File: config.mk
export PLATFORM = sky130hd
export DESIGN_NAME = redriver_config_control
export DESIGN_NICKNAME = d
export VERILOG_FILES = /design/src/common/redriver_pkg.sv /design/src/common/lane_cfg_if.sv /design/src/rtl/redriver_config_control.sv /design/src/rtl/lane_ctrl_out.sv
export SDC_FILE = /design/constraint.sdc
export NUM_CORES = 1
export LEC_CHECK = 0
export BUFFER_PORTS_ARGS = -buffer_cell sky130_fd_sc_hd__buf_2
export CORE_MARGIN = 2
export CORE_UTILIZATION = 64
export CTS_CLUSTER_DIAMETER = 150
export DETAILED_ROUTE_END_ITERATION = 16
export GPL_ROUTABILITY_DRIVEN = 0
export PLACE_DENSITY_LB_ADDON = 0.2
export SETUP_SLACK_MARGIN = 0.05
export SLEW_MARGIN = 20
export SYNTH_ARGS = -nofsm -noshare
export SYNTH_HDL_FRONTEND = slang
export SYNTH_HIERARCHICAL = 1
export SYNTH_SLANG_ARGS = --single-unit
export TNS_END_PERCENT = 20
File: constraint.sdc
create_clock -name clk_sys -period 4.3 [get_ports clk_sys]
set_input_delay 0.645 -clock clk_sys [delete_from_list [all_inputs] [get_ports clk_sys]]
set_output_delay 0.645 -clock clk_sys [all_outputs]
set_load 0.03 [all_outputs]
File: src/common/redriver_pkg.sv
// constants and types shared by the redriver configuration block
package redriver_pkg;
  localparam int NUM_LANES = 4;

  // register byte indexes
  localparam logic [2:0] REG_RSVD0_IDX    = 3'h0;
  localparam logic [2:0] REG_RSVD1_IDX    = 3'h1;
  localparam logic [2:0] REG_LANE_PD_IDX  = 3'h2;
  localparam logic [2:0] REG_LANE0_IDX    = 3'h3;
  localparam logic [2:0] REG_LANE3_IDX    = 3'h6;
  localparam logic [2:0] REG_LAST_IDX     = 3'h7;

  // field positions
  localparam int PD_LANE0_BIT  = 4;
  localparam int BOOST_LSB     = 4;
  localparam int GAIN_LSB      = 2;
  localparam int LEVEL_LSB     = 0;

  // reset values
  localparam logic [7:0] LANE_PD_RESET  = 8'h00;
  localparam logic [7:0] LANE_CFG_RESET = 8'h00;
  localparam logic [7:0] RSVD_READ      = 8'h00;

  // slave address layout
  localparam logic [2:0] ADDR_FIXED_HI  = 3'h7;
  localparam logic       ADDR_FIXED_LO  = 1'h1;

  // serial bits per byte
  localparam logic [3:0] BITS_PER_BYTE  = 4'h8;

  // flat gain codes: -3.5, -1.5, 0.5, 2.5 dB
  localparam logic [1:0] GAIN_M3P5 = 2'h0;
  localparam logic [1:0] GAIN_M1P5 = 2'h1;
  localparam logic [1:0] GAIN_P0P5 = 2'h2;
  localparam logic [1:0] GAIN_P2P5 = 2'h3;

  // output level codes: 920, 1040, 1280, 1370 mV
  localparam logic [1:0] LEVEL_920  = 2'h0;
  localparam logic [1:0] LEVEL_1040 = 2'h1;
  localparam logic [1:0] LEVEL_1280 = 2'h2;
  localparam logic [1:0] LEVEL_1370 = 2'h3;

  typedef enum logic [2:0] {
    ST_IDLE,
    ST_ADDR,
    ST_ADDR_ACK,
    ST_WR,
    ST_WR_ACK,
    ST_RD,
    ST_RD_ACK
  } serial_state_type;
endpackage

File: src/common/lane_cfg_if.sv
// per-lane settings passed from the register side to the lane driver
`timescale 1ns/10ps
interface lane_cfg_if;
  logic            clk_en;
  logic            global_pd;
  logic [3:0]      lane_pd;
  logic [3:0][3:0] boost;
  logic [3:0][1:0] gain;
  logic [3:0][1:0] level;

  modport src (
    output clk_en,
    output global_pd,
    output lane_pd,
    output boost,
    output gain,
    output level
  );
  modport dst (
    input clk_en,
    input global_pd,
    input lane_pd,
    input boost,
    input gain,
    input level
  );
endinterface

File: src/rtl/redriver_config_control.sv
// serial register slave and power control for the four-lane redriver
//
// Behaviour
// - presence input high puts the device in power-down; low runs normally.
// - power-down selects weak input termination and high-impedance outputs.
// - normal operation selects low-value termination on every lane not powered down by byte 2.
// - power is controlled by the presence pin or by register bits.
// - byte 2 bits 7..4 power down lanes 3..0; reset to zero.
// - two-bit flat gain code selects -3.5, -1.5, 0.5 or 2.5 dB.
// - two-bit level code selects 920, 1040, 1280 or 1370 mV.
// - four-bit boost code per lane, rising monotonically over sixteen steps.
// - address is 111, three straps, then fixed one or strap; then R/W.
// - serial enable high selects registers; low lets straps set all lanes.
// - active-low reset pin clears registers in register mode; doubles as gain strap bit 1.
// - bytes 3..6 configure lanes 0..3: boost, gain, level; reset zero.
// - bytes are accessed in order from index zero; stop after any byte.
`timescale 1ns/10ps
module redriver_config_control #(
  parameter bit LARGE_PKG = 1'b1
) (
  // clock, reset, enable
  input  wire logic        clk_sys,
  input  wire logic        rst_n,
  input  wire logic        clk_en,
  // serial bus pins
  input  wire logic        scl_in,
  output logic             scl_out,
  output logic             scl_oe,
  input  wire logic        sda_in,
  output logic             sda_out,
  output logic             sda_oe,
  // strap and mode pins
  input  wire logic        cable_present_n,
  input  wire logic        serial_cfg_enable,
  input  wire logic [3:0]  boost_addr_strap,
  input  wire logic [1:0]  level_strap,
  input  wire logic        gain_strap0,
  input  wire logic        gain1_reset_n,
  // analog controls
  output logic [3:0]       lane_power_down,
  output logic [3:0]       input_term_low,
  output logic [3:0]       output_hiz,
  output logic [15:0]      input_boost_sel,
  output logic [7:0]       flat_gain_sel,
  output logic [7:0]       output_level_sel
);
  localparam int NSYNC = 12;

  logic [NSYNC-1:0] pins;
  logic [NSYNC-1:0] sync1_q;
  logic [NSYNC-1:0] sync2_q;
  logic [NSYNC-1:0] sync3_q;
  logic [NSYNC-1:0] filt_q;
  logic             scl_f;
  logic             sda_f;
  logic             cable_present_n_f;
  logic             ser_en_f;
  logic [3:0]       strap_f;
  logic [1:0]       level_f;
  logic             gain0_f;
  logic             gain1_f;
  logic             scl_prev_q;
  logic             sda_prev_q;
  logic             scl_rise;
  logic             scl_fall;
  logic             start_det;
  logic             stop_det;
  logic [6:0]       own_addr;
  logic             reg_clear;

  redriver_pkg::serial_state_type state_q;
  logic [3:0]       bit_cnt_q;
  logic [7:0]       shift_q;
  logic [7:0]       tx_q;
  logic [2:0]       idx_q;
  logic             nack_q;
  logic             sda_low_q;
  logic             wr_en;
  logic [7:0]       rd_byte;

  logic [7:0]       pd_byte_q;
  logic [7:0]       lane_byte_q [4];

  assign pins = {scl_in, sda_in, cable_present_n, serial_cfg_enable,
                 boost_addr_strap, level_strap, gain_strap0, gain1_reset_n};

  // three stages; a change is taken once stages two and three agree
  always_ff @(posedge clk_sys) begin
    if (!rst_n) begin
      sync1_q <= '1;
      sync2_q <= '1;
      sync3_q <= '1;
      filt_q  <= '1;
    end else if (clk_en) begin
      sync1_q <= pins;
      sync2_q <= sync1_q;
      sync3_q <= sync2_q;
      filt_q  <= (~(sync2_q ^ sync3_q) & sync3_q)
               | ((sync2_q ^ sync3_q) & filt_q);
    end
  end

  assign {scl_f, sda_f, cable_present_n_f, ser_en_f, strap_f, level_f, gain0_f,
          gain1_f} = filt_q;

  // address: fixed high bits, strap bits, low bit by package
  assign own_addr = {redriver_pkg::ADDR_FIXED_HI, strap_f[3:1],
                     LARGE_PKG ? strap_f[0] : redriver_pkg::ADDR_FIXED_LO};

  // the shared pin resets registers only in register mode
  assign reg_clear = ser_en_f & ~gain1_f;

  always_ff @(posedge clk_sys) begin
    if (!rst_n) begin
      scl_prev_q <= 1'b1;
      sda_prev_q <= 1'b1;
    end else if (clk_en) begin
      scl_prev_q <= scl_f;
      sda_prev_q <= sda_f;
    end
  end

  assign scl_rise  = scl_f & ~scl_prev_q;
  assign scl_fall  = ~scl_f & scl_prev_q;
  assign start_det = scl_f & scl_prev_q & sda_prev_q & ~sda_f;
  assign stop_det  = scl_f & scl_prev_q & ~sda_prev_q & sda_f;

  // read data for the current index; unmapped bytes read zero
  always_comb begin
    rd_byte = redriver_pkg::RSVD_READ;
    if (idx_q == redriver_pkg::REG_LANE_PD_IDX) begin
      rd_byte = pd_byte_q;
    end else if (idx_q >= redriver_pkg::REG_LANE0_IDX &&
                 idx_q <= redriver_pkg::REG_LANE3_IDX) begin
      rd_byte = lane_byte_q[2'(idx_q - redriver_pkg::REG_LANE0_IDX)];
    end
  end

  // serial slave; never holds the clock line low
  assign wr_en = clk_en && scl_fall && state_q == redriver_pkg::ST_WR &&
                 bit_cnt_q == redriver_pkg::BITS_PER_BYTE;

  always_ff @(posedge clk_sys) begin
    if (!rst_n) begin
      state_q   <= redriver_pkg::ST_IDLE;
      bit_cnt_q <= 4'h0;
      shift_q   <= 8'h00;
      tx_q      <= 8'h00;
      idx_q     <= redriver_pkg::REG_RSVD0_IDX;
      nack_q    <= 1'b0;
      sda_low_q <= 1'b0;
    end else if (clk_en) begin
      if (!ser_en_f || stop_det) begin
        state_q   <= redriver_pkg::ST_IDLE;
        sda_low_q <= 1'b0;
      end else if (start_det) begin
        state_q   <= redriver_pkg::ST_ADDR;
        bit_cnt_q <= 4'h0;
        idx_q     <= redriver_pkg::REG_RSVD0_IDX;
        sda_low_q <= 1'b0;
      end else if (scl_rise) begin
        if (state_q == redriver_pkg::ST_ADDR ||
            state_q == redriver_pkg::ST_WR) begin
          shift_q   <= {shift_q[6:0], sda_f};
          bit_cnt_q <= bit_cnt_q + 4'h1;
        end else if (state_q == redriver_pkg::ST_RD) begin
          bit_cnt_q <= bit_cnt_q + 4'h1;
        end else if (state_q == redriver_pkg::ST_RD_ACK) begin
          nack_q <= sda_f;
        end
      end else if (scl_fall) begin
        unique case (state_q)
          redriver_pkg::ST_IDLE: begin
            sda_low_q <= 1'b0;
          end
          redriver_pkg::ST_ADDR: begin
            if (bit_cnt_q == redriver_pkg::BITS_PER_BYTE) begin
              if (shift_q[7:1] == own_addr) begin
                state_q   <= redriver_pkg::ST_ADDR_ACK;
                sda_low_q <= 1'b1;
                nack_q    <= shift_q[0];
              end else begin
                state_q <= redriver_pkg::ST_IDLE;
              end
            end
          end
          redriver_pkg::ST_ADDR_ACK: begin
            bit_cnt_q <= 4'h0;
            if (nack_q) begin
              state_q   <= redriver_pkg::ST_RD;
              tx_q      <= rd_byte;
              sda_low_q <= ~rd_byte[7];
            end else begin
              state_q   <= redriver_pkg::ST_WR;
              sda_low_q <= 1'b0;
            end
          end
          redriver_pkg::ST_WR: begin
            if (bit_cnt_q == redriver_pkg::BITS_PER_BYTE) begin
              state_q   <= redriver_pkg::ST_WR_ACK;
              sda_low_q <= 1'b1;
              if (idx_q != redriver_pkg::REG_LAST_IDX) begin
                idx_q <= idx_q + 3'h1;
              end
            end
          end
          redriver_pkg::ST_WR_ACK: begin
            state_q   <= redriver_pkg::ST_WR;
            bit_cnt_q <= 4'h0;
            sda_low_q <= 1'b0;
          end
          redriver_pkg::ST_RD: begin
            if (bit_cnt_q == redriver_pkg::BITS_PER_BYTE) begin
              state_q   <= redriver_pkg::ST_RD_ACK;
              sda_low_q <= 1'b0;
              if (idx_q != redriver_pkg::REG_LAST_IDX) begin
                idx_q <= idx_q + 3'h1;
              end
            end else begin
              tx_q      <= {tx_q[6:0], 1'b0};
              sda_low_q <= ~tx_q[6];
            end
          end
          redriver_pkg::ST_RD_ACK: begin
            bit_cnt_q <= 4'h0;
            if (nack_q) begin
              state_q <= redriver_pkg::ST_IDLE;
            end else begin
              state_q   <= redriver_pkg::ST_RD;
              tx_q      <= rd_byte;
              sda_low_q <= ~rd_byte[7];
            end
          end
        endcase
      end
    end
  end

  assign sda_out = 1'b0;
  assign sda_oe  = sda_low_q;
  assign scl_out = 1'b0;
  assign scl_oe  = 1'b0;

  // register file; writes to reserved bytes fall through
  always_ff @(posedge clk_sys) begin
    if (!rst_n || (clk_en && reg_clear)) begin
      pd_byte_q <= redriver_pkg::LANE_PD_RESET;
    end else if (wr_en && idx_q == redriver_pkg::REG_LANE_PD_IDX) begin
      pd_byte_q <= shift_q;
    end
  end

  genvar g;
  generate
    for (g = 0; g < redriver_pkg::NUM_LANES; g++) begin : g_reg
      always_ff @(posedge clk_sys) begin
        if (!rst_n || (clk_en && reg_clear)) begin
          lane_byte_q[g] <= redriver_pkg::LANE_CFG_RESET;
        end else if (wr_en &&
                     idx_q == redriver_pkg::REG_LANE0_IDX + 3'(g)) begin
          lane_byte_q[g] <= shift_q;
        end
      end
    end
  endgenerate

  // settings toward the lane driver; straps rule in pin mode
  lane_cfg_if cfg ();

  assign cfg.clk_en    = clk_en;
  assign cfg.global_pd = cable_present_n_f;
  assign cfg.lane_pd   = ser_en_f ?
                         pd_byte_q[redriver_pkg::PD_LANE0_BIT +: 4] : 4'h0;

  generate
    for (g = 0; g < redriver_pkg::NUM_LANES; g++) begin : g_sel
      assign cfg.boost[g] = ser_en_f ?
        lane_byte_q[g][redriver_pkg::BOOST_LSB +: 4] : strap_f;
      assign cfg.gain[g]  = ser_en_f ?
        lane_byte_q[g][redriver_pkg::GAIN_LSB +: 2] :
        {gain1_f, gain0_f};
      assign cfg.level[g] = ser_en_f ?
        lane_byte_q[g][redriver_pkg::LEVEL_LSB +: 2] : level_f;
    end
  endgenerate

  lane_ctrl_out u_lane_out (
    .clk_sys          (clk_sys),
    .rst_n            (rst_n),
    .cfg              (cfg),
    .lane_power_down  (lane_power_down),
    .input_term_low   (input_term_low),
    .output_hiz       (output_hiz),
    .input_boost_sel  (input_boost_sel),
    .flat_gain_sel    (flat_gain_sel),
    .output_level_sel (output_level_sel)
  );
endmodule

File: src/rtl/lane_ctrl_out.sv
// registered per-lane analog control codes
`timescale 1ns/10ps
module lane_ctrl_out (
  // clock and reset
  input  wire logic        clk_sys,
  input  wire logic        rst_n,
  // settings
  lane_cfg_if.dst          cfg,
  // analog controls
  output logic [3:0]       lane_power_down,
  output logic [3:0]       input_term_low,
  output logic [3:0]       output_hiz,
  output logic [15:0]      input_boost_sel,
  output logic [7:0]       flat_gain_sel,
  output logic [7:0]       output_level_sel
);
  genvar g;
  generate
    for (g = 0; g < redriver_pkg::NUM_LANES; g++) begin : g_lane
      logic pd;
      assign pd = cfg.global_pd | cfg.lane_pd[g];

      always_ff @(posedge clk_sys) begin
        if (!rst_n) begin
          lane_power_down[g] <= 1'b1;
          input_term_low[g]  <= 1'b0;
          output_hiz[g]      <= 1'b1;
        end else if (cfg.clk_en) begin
          lane_power_down[g] <= pd;
          // weak pull-up in and hi-z out while down, 50 ohm otherwise
          input_term_low[g]  <= ~pd;
          output_hiz[g]      <= pd;
        end
      end

      always_ff @(posedge clk_sys) begin
        if (!rst_n) begin
          input_boost_sel[4*g +: 4]  <= 4'h0;
          flat_gain_sel[2*g +: 2]    <= 2'h0;
          output_level_sel[2*g +: 2] <= 2'h0;
        end else if (cfg.clk_en) begin
          // codes pass unchanged: the analog side maps them to dB and mV
          input_boost_sel[4*g +: 4]  <= cfg.boost[g];
          flat_gain_sel[2*g +: 2]    <= cfg.gain[g];
          output_level_sel[2*g +: 2] <= cfg.level[g];
        end
      end
    end
  endgenerate
endmodule

# After elaboration in Yosys (flattened, before gate mapping)
# Memory sizes are Yosys's and may differ from the RTL's.
# Index checks and enable logic that the tools add are counted.
# W data, S select, Z words.
dict set report word_totals {
  n_memories 1
  latch_bits 0
  regBits 125
  input_bits 15
  mem_bits_ro 0
  ramBits 32
  word_cells 221
}
dict set report classes {
  n_mul 0
  reduce_logical 39
  magnitude_cmp 2
  div_mod_pow 0
  shift 0
  n_addsub 3
  n_mux 79
  eq_ne 28
  bitwise 35
}
# name words word_bits read_ports rd_ports_with_merged_regs wr line_no
set memory_table {}
lappend memory_table {lane_byte_q 4 8 5 0 4 redriver_config_control.sv:82} ;# logic [7:0] lane_byte_q [4];
# operator count
set op_table {}
lappend op_table {{$mux W8} 6}
lappend op_table {{$mux W3} 15}
lappend op_table {{$mux W4} 11}
lappend op_table {{$mux W1} 32}
lappend op_table {{$and A12 B12 Y12} 2}
lappend op_table {{$mux W7} 3}
lappend op_table {{$pmux W7 S3} 1}
lappend op_table {{$reduce_and A7 Y1} 3}
lappend op_table {{$eq A3 B3 Y1 const B} 6}
lappend op_table {{$mux W2} 9}
lappend op_table {{$pmux W3 S6} 1}
lappend op_table {{$reduce_bool A2 Y1} 8}
lappend op_table {{$not A1 Y1} 14}
lappend op_table {{$eq A3 B2 Y1 const B} 4}
lappend op_table {{$ne A4 B4 Y1 const B} 3}
lappend op_table {{$not A12 Y12} 1}
lappend op_table {{$or A12 B12 Y12} 1}
lappend op_table {{$reduce_bool A3 Y1} 4}
lappend op_table {{$xor A12 B12 Y12} 1}
lappend op_table {{$logic_and A1 B1 Y1} 10}
lappend op_table {{$ne A2 B2 Y1 const B} 5}
lappend op_table {{$reduce_and A10 Y1} 1}
lappend op_table {{$reduce_and A5 Y1} 2}
lappend op_table {{$reduce_and A9 Y1} 1}
lappend op_table {{23 further kinds} 42}

# Longest topological paths before layout
dict set report logic_depth {
  word_depth 11
  mapped_depth 9
  ltp_nobuf 7
}

# By module
# The synthesis kept the hierarchy.
# module n_inst cells_each seq_area_each_um2 area_per_inst_um2
set modules_own_cells {}
lappend modules_own_cells {redriver_config_control 1 606 2662.6 5706.7}
lappend modules_own_cells {lane_ctrl_out 1 137 800.8 1562.7}

# Worst setup path after synthesis
# No wires, ideal clock.
dict set report synth_path {
  kind {reg-to-reg}
  startpoint {register idx_q[0]}
  endpoint {register sda_low_q, in the netlist sda_oe}
  path_stages_with_launch 9
  setup_ns 0.095
  t_arrival_ns 2.278
  required_ns 4.205
  n_path_buf 2
  setup_slack_ns 1.926
  cell_sequence {dfxtp_1 buf_2 inv_1 ha_1 clkbuf_1 mux4_2 a211oi_1 o211ai_1 o311ai_1}
}
dict set report synth_via {
  elab_chain_len 11
}
# item line_no
set synth_lines {}
lappend synth_lines {{start: declaration} redriver_config_control.sv:75} ;# logic [2:0] idx_q;
lappend synth_lines {{start signal: assignment} redriver_config_control.sv:149} ;# idx_q <= redriver_pkg::REG_RSVD0_IDX;
lappend synth_lines {{start signal: assignment} redriver_config_control.sv:159} ;# idx_q <= redriver_pkg::REG_RSVD0_IDX;
lappend synth_lines {{start signal: assignment} redriver_config_control.sv:203} ;# idx_q <= idx_q + 3'h1;
lappend synth_lines {{$sub A2 B2 Y2, or another cell as far along} redriver_config_control.sv:135} ;# rd_byte = lane_byte_q[2'(idx_q - redriver_pkg::REG_LANE0_IDX)];
lappend synth_lines {{$mem_v2 Z4 W8 / $logic_and A1 B1 Y1 (equally long branches)} --}
lappend synth_lines {{$mux W8} redriver_config_control.sv:133} ;# end else if (idx_q >= redriver_pkg::REG_LANE0_IDX &&
lappend synth_lines {{$mux W8 (*)} redriver_config_control.sv:131} ;# if (idx_q == redriver_pkg::REG_LANE_PD_IDX) begin
lappend synth_lines {{$not A1 Y1 (*)} {redriver_config_control.sv:192, redriver_config_control.sv:231}}
lappend synth_lines {{$mux W1, on equally long branches} {redriver_config_control.sv:226, redriver_config_control.sv:189}}
lappend synth_lines {{$pmux W1 S6 (*)} redriver_config_control.sv:172} ;# unique case (state_q)
lappend synth_lines {{$mux W1 (*)} redriver_config_control.sv:171} ;# end else if (scl_fall) begin
lappend synth_lines {{$mux W1 (*)} redriver_config_control.sv:161} ;# end else if (scl_rise) begin
lappend synth_lines {{$mux W1 (*)} redriver_config_control.sv:156} ;# end else if (start_det) begin
lappend synth_lines {{$mux W1 (*)} redriver_config_control.sv:153} ;# if (!ser_en_f || stop_det) begin
lappend synth_lines {{end signal: assignment} redriver_config_control.sv:192} ;# sda_low_q <= ~rd_byte[7];
lappend synth_lines {{end signal: assignment} redriver_config_control.sv:221} ;# sda_low_q <= ~tx_q[6];
lappend synth_lines {{end signal: assignment} redriver_config_control.sv:231} ;# sda_low_q <= ~rd_byte[7];
lappend synth_lines {{end: declaration} redriver_config_control.sv:77} ;# logic sda_low_q;
# Every way passes the cells marked *; elsewhere a longest branch is shown, timed or not. The select of a mux whose other input is x is not followed.
# A chain may end at the register's enable or synchronous reset.

# Worst setup path in the final report
# Same ends and word-level chain as after synthesis.

==> metrics.md <==
| Metric | Value |
|---|---|
| CP startpoint kind | `flip-flop` |
| Worst-path cell chain | `inv_1, ha_1, or2_2, o22ai_1, a211oi_1, o211ai_1, o311ai_1` |
| Reg power frac | `48.4%` |
| WP data required | `4.59 ns` |
| Starting Density | `66.2%` |
| Tcrit/Tclk final | `64.3%` |
| Pwr per Cell Area | `399 nW/um^2` |
| # DRC | `0` |
| Number of synthesized flops with an enable pin | `32` |
| Synthesized instance count | `743` |
| Fin. Hold Viols | `0` |
| Worst Tran Pin Value | `0.972 ns` |
| Total CTS buffers | `17` |
| Placed Instances | `899` |
| Via density per instance | `5.88` |
| Final HPWL DP | `10800 um` |
| Sw Share | `23.0%` |
| Worst-Skew Late Latency | `0.43 ns` |
| 1st-iter DRT viols | `490` |
| Layout cell share with drive strength beyond 1 | `14.7%` |
| Row Count | `38` |
| Worst Setup End Kind | `flip-flop` |
| Die Wd | `111 um` |
| Vias in the first global route | `5234` |
| Area of placed instances | `7510 um^2` |
| R2r startpoint | `idx_q[0]` |
| Final Setup Violations | `0` |
| Fmax | `0.362 GHz` |
| Antenna cell count | `0` |
| Hold Crit Depth | `3` |
| Max Used Layer | `met4` |
| Clock Pin Slew Worst Setup and Hold Paths | `0.06 ns` |
| Pins over their slew limit | `0` |
| Yosys warns | `6` |
| Status | `completed` |
| CP max-delay cell | `dfxtp_1` |
| Hold_sp | `boost_addr_strap[2]` |
| Via Count | `5474` |
| Total Power | `0.00323 W` |
| Die Area | `12200 um^2` |
| P_int | `0.00249 W` |
| CTS tree | `built` |
| Slew HR | `35.2%` |
| Worst-case clock buffer depth | `2` |
| Library cells used by synthesis | `63` |
| Setup Crit Path Kind | `flip-flop to flip-flop` |
| Hold-fix buffers, CTS | `0` |
| Synth Area per Inst | `9.78 um^2` |
| Largest net degree at the start of global routing | `72` |
| Area grow syn2layout | `11.5%` |
| Mapped cell area | `7270 um^2` |
| H-tree levels | `4` |
| GRT overflow | `0` |
| Max incr delay on CP | `0.72 ns` |
| Combinational share of power | `5.7%` |
| Fin cells | `931` |
| Hold Path Class | `input port to flip-flop` |
| Psw | `0.000744 W` |
| Root Buffer | `clkbuf_16` |
| Worst slack, placed | `1.58 ns` |
| #FFs+latches synth | `157` |
| R2R Setup Slk | `1.53 ns` |
| RSZ-0062 raised after global routing | `no` |
| Nets | `804` |
| TritonCTS Sinks | `157` |
| Leakage | `3.49 nW` |
| TNS Setup | `0 ns` |
| Antenna-violating nets left | `0` |
| Global Route Usage Sum | `26.4%` |
| Finished Cell Area | `8100 um^2` |
| Arrival time of the worst setup path | `3.06 ns` |
| Post-CTS Resized | `0` |
| Commonest non-fill, non-tap cells in the layout | `125 x dfxtp_1, 121 x nand2_1, 84 x mux2i_1` |
| Part of the power in the clock network | `46.0%` |
| Met2 routed WL | `7690 um` |
| # Post-CTS Setup Buffers | `0` |
| Clock skew | `0.00556 ns` |
| I/O Pins | `63` |
| Core Region | `11000 um^2` |
| Sequential area share after synthesis | `47.6%` |
| Drt first pass iters | `6` |
| Max Cap Viol | `0` |
| PnR worst setup slack | `1.53 ns` |
| Crit path time final | `2.77 ns` |
| Ys async rst share | `0%` |
| Routed WL | `16000 um` |
| Crit-path max FO | `13` |
| First-pass GRT wire length | `26100 um` |
| Initial antenna violation count | `0` |
| Worst-case vdd ir drop | `0.283 mV` |
| Metal-1 WL | `6730 um` |
| Met3 routed WL | `1250 um` |
| Buffers on Ports | `59` |
| Die H | `111 um` |
| Hold path endpoint | `sync1_q[6]` |
| Reg2reg path depth | `7` |
| Leading cell type in the layout, fill and taps excluded | `dfxtp_1` |
| Reg-to-reg endpoint | `sda_oe` |
| Routed len/inst | `17.1 um` |
| Ys flop type | `dfxtp_1` |
power by group through the flow:
| stage | Clock [W] | Combinational (W) | Sequential [W] |
|---|---|---|---|
| 2_1_floorplan | 0 | 0.000121 | 0.00161 |
| 3_3_place_gp | 0 | 0.000177 | 0.00159 |
| 3_5_place_dp | 0 | 0.000183 | 0.00159 |
| 4_1_cts | 0.00150 | 0.000184 | 0.00156 |
| 5_1_grt | 0.00156 | 0.000199 | 0.00157 |
| 6_report | 0.00148 | 0.000184 | 0.00156 |
cell type report:
cell class                      count  area [um^2]
Timing Repair Buffer               63          328
Inverter                           13         48.8
Fill cell                         786         2880
Clock inverter                     11          101
Tap cell                          140          175
Sequential cell                   157         3460
Multi-Input combinational cell    526         3490
Clock buffer                       21          492
cells in the mapped netlist (2+ instances only):
cell type  count  area share, %
buf_6          6           0.93
a32o_1         3           0.41
ha_1          11            1.9
nor3b_2        4           0.69
o21ai_1        4           0.28
mux2i_1       84             12
nand2_1      121            6.2
o21a_1         5           0.52
nand2b_1      24            2.1
nor2b_1       44            3.8
nand4_1        2           0.17
nor2_1        34            1.8
clkbuf_1      28            1.4
o21ai_0       22            1.5
a31oi_1        3           0.26
o211ai_1       3           0.31
a21oi_1       42            2.9
edfxtp_1      32             13
a22o_1         7           0.84
a211oi_1       4           0.41
a22oi_1        6           0.62
inv_1         13           0.67
and3_1        27            2.3
buf_4          9           0.93
mux4_2         8            2.5
xnor2_1        6           0.72
or3_1          5           0.43
nand3_1        7           0.48
dfxtp_1      125             34
nor3_1         2           0.14
buf_2          5           0.34
a21o_1         2           0.21
nand3b_1       2           0.21
and2_1        14            1.2
routing by layer:
layer	global-route usage (%)	vias up
li1	-	2645
met1	33.5	2573
met2	43.2	227
met3	6.75	29
met4	10.5	0
met5	0	-
critical path, delay by kind of cell, from the launching register on:
family / cells / cell delay [ns]
simple gates: 1 / 0.32
flops: 1 / 0.72
fa+ha+maj: 1 / 0.39
compound gates: 4 / 0.98
buf+inv: 1 / 0.21
metrics by stage:
| step | hold slack, ns | utilization (%) |
|---|---|---|
| 6_report | 0.432 | 73.8 |
| 5_1_grt | 0.430 | 73.8 |
| 4_1_cts | 0.421 | 73.8 |
| 3_5_place_dp | 0.462 | 68.4 |
| 3_3_place_gp | 0.452 | 68.4 |
| 2_1_floorplan | 0.441 | - |
cells by family after synthesis:
group,after synthesis,synth area share (%)
AO/OA/AOI/OAI,116,10.2
XOR/XNOR,7,0.843
adder cells (fa/ha/maj),11,1.89
buffers and inverters,62,4.39
flip-flops,157,47.6
multiplexers,92,14.0
other,1,0.0516
AND/OR/NAND/NOR,297,20.9
sequential cells by signal, indices dropped and copies added (netlist names), 8 cells and up, named ones only:
register,cells
lane_byte_q,32
u_lane_out/input_boost_sel,16
sync1_q,12
sync2_q,12
sync3_q,12
pd_byte_q,8
shift_q,8
u_lane_out/flat_gain_sel,8
u_lane_out/output_level_sel,8
worst max-delay path by stage:
stage / startpoint / to / slack [ns] / cells after the start
floorplan: idx_q[0] / sda_oe / 1.93 / 8
global placement: idx_q[0] / sda_oe / 1.76 / 7
detailed placement: idx_q[0] / sda_oe / 1.58 / 7
CTS: idx_q[0] / sda_oe / 1.56 / 7
global route: idx_q[0] / tx_q[6] / 1.33 / 7
finish: idx_q[0] / sda_oe / 1.53 / 7
(Power assumes the default switching activity.)
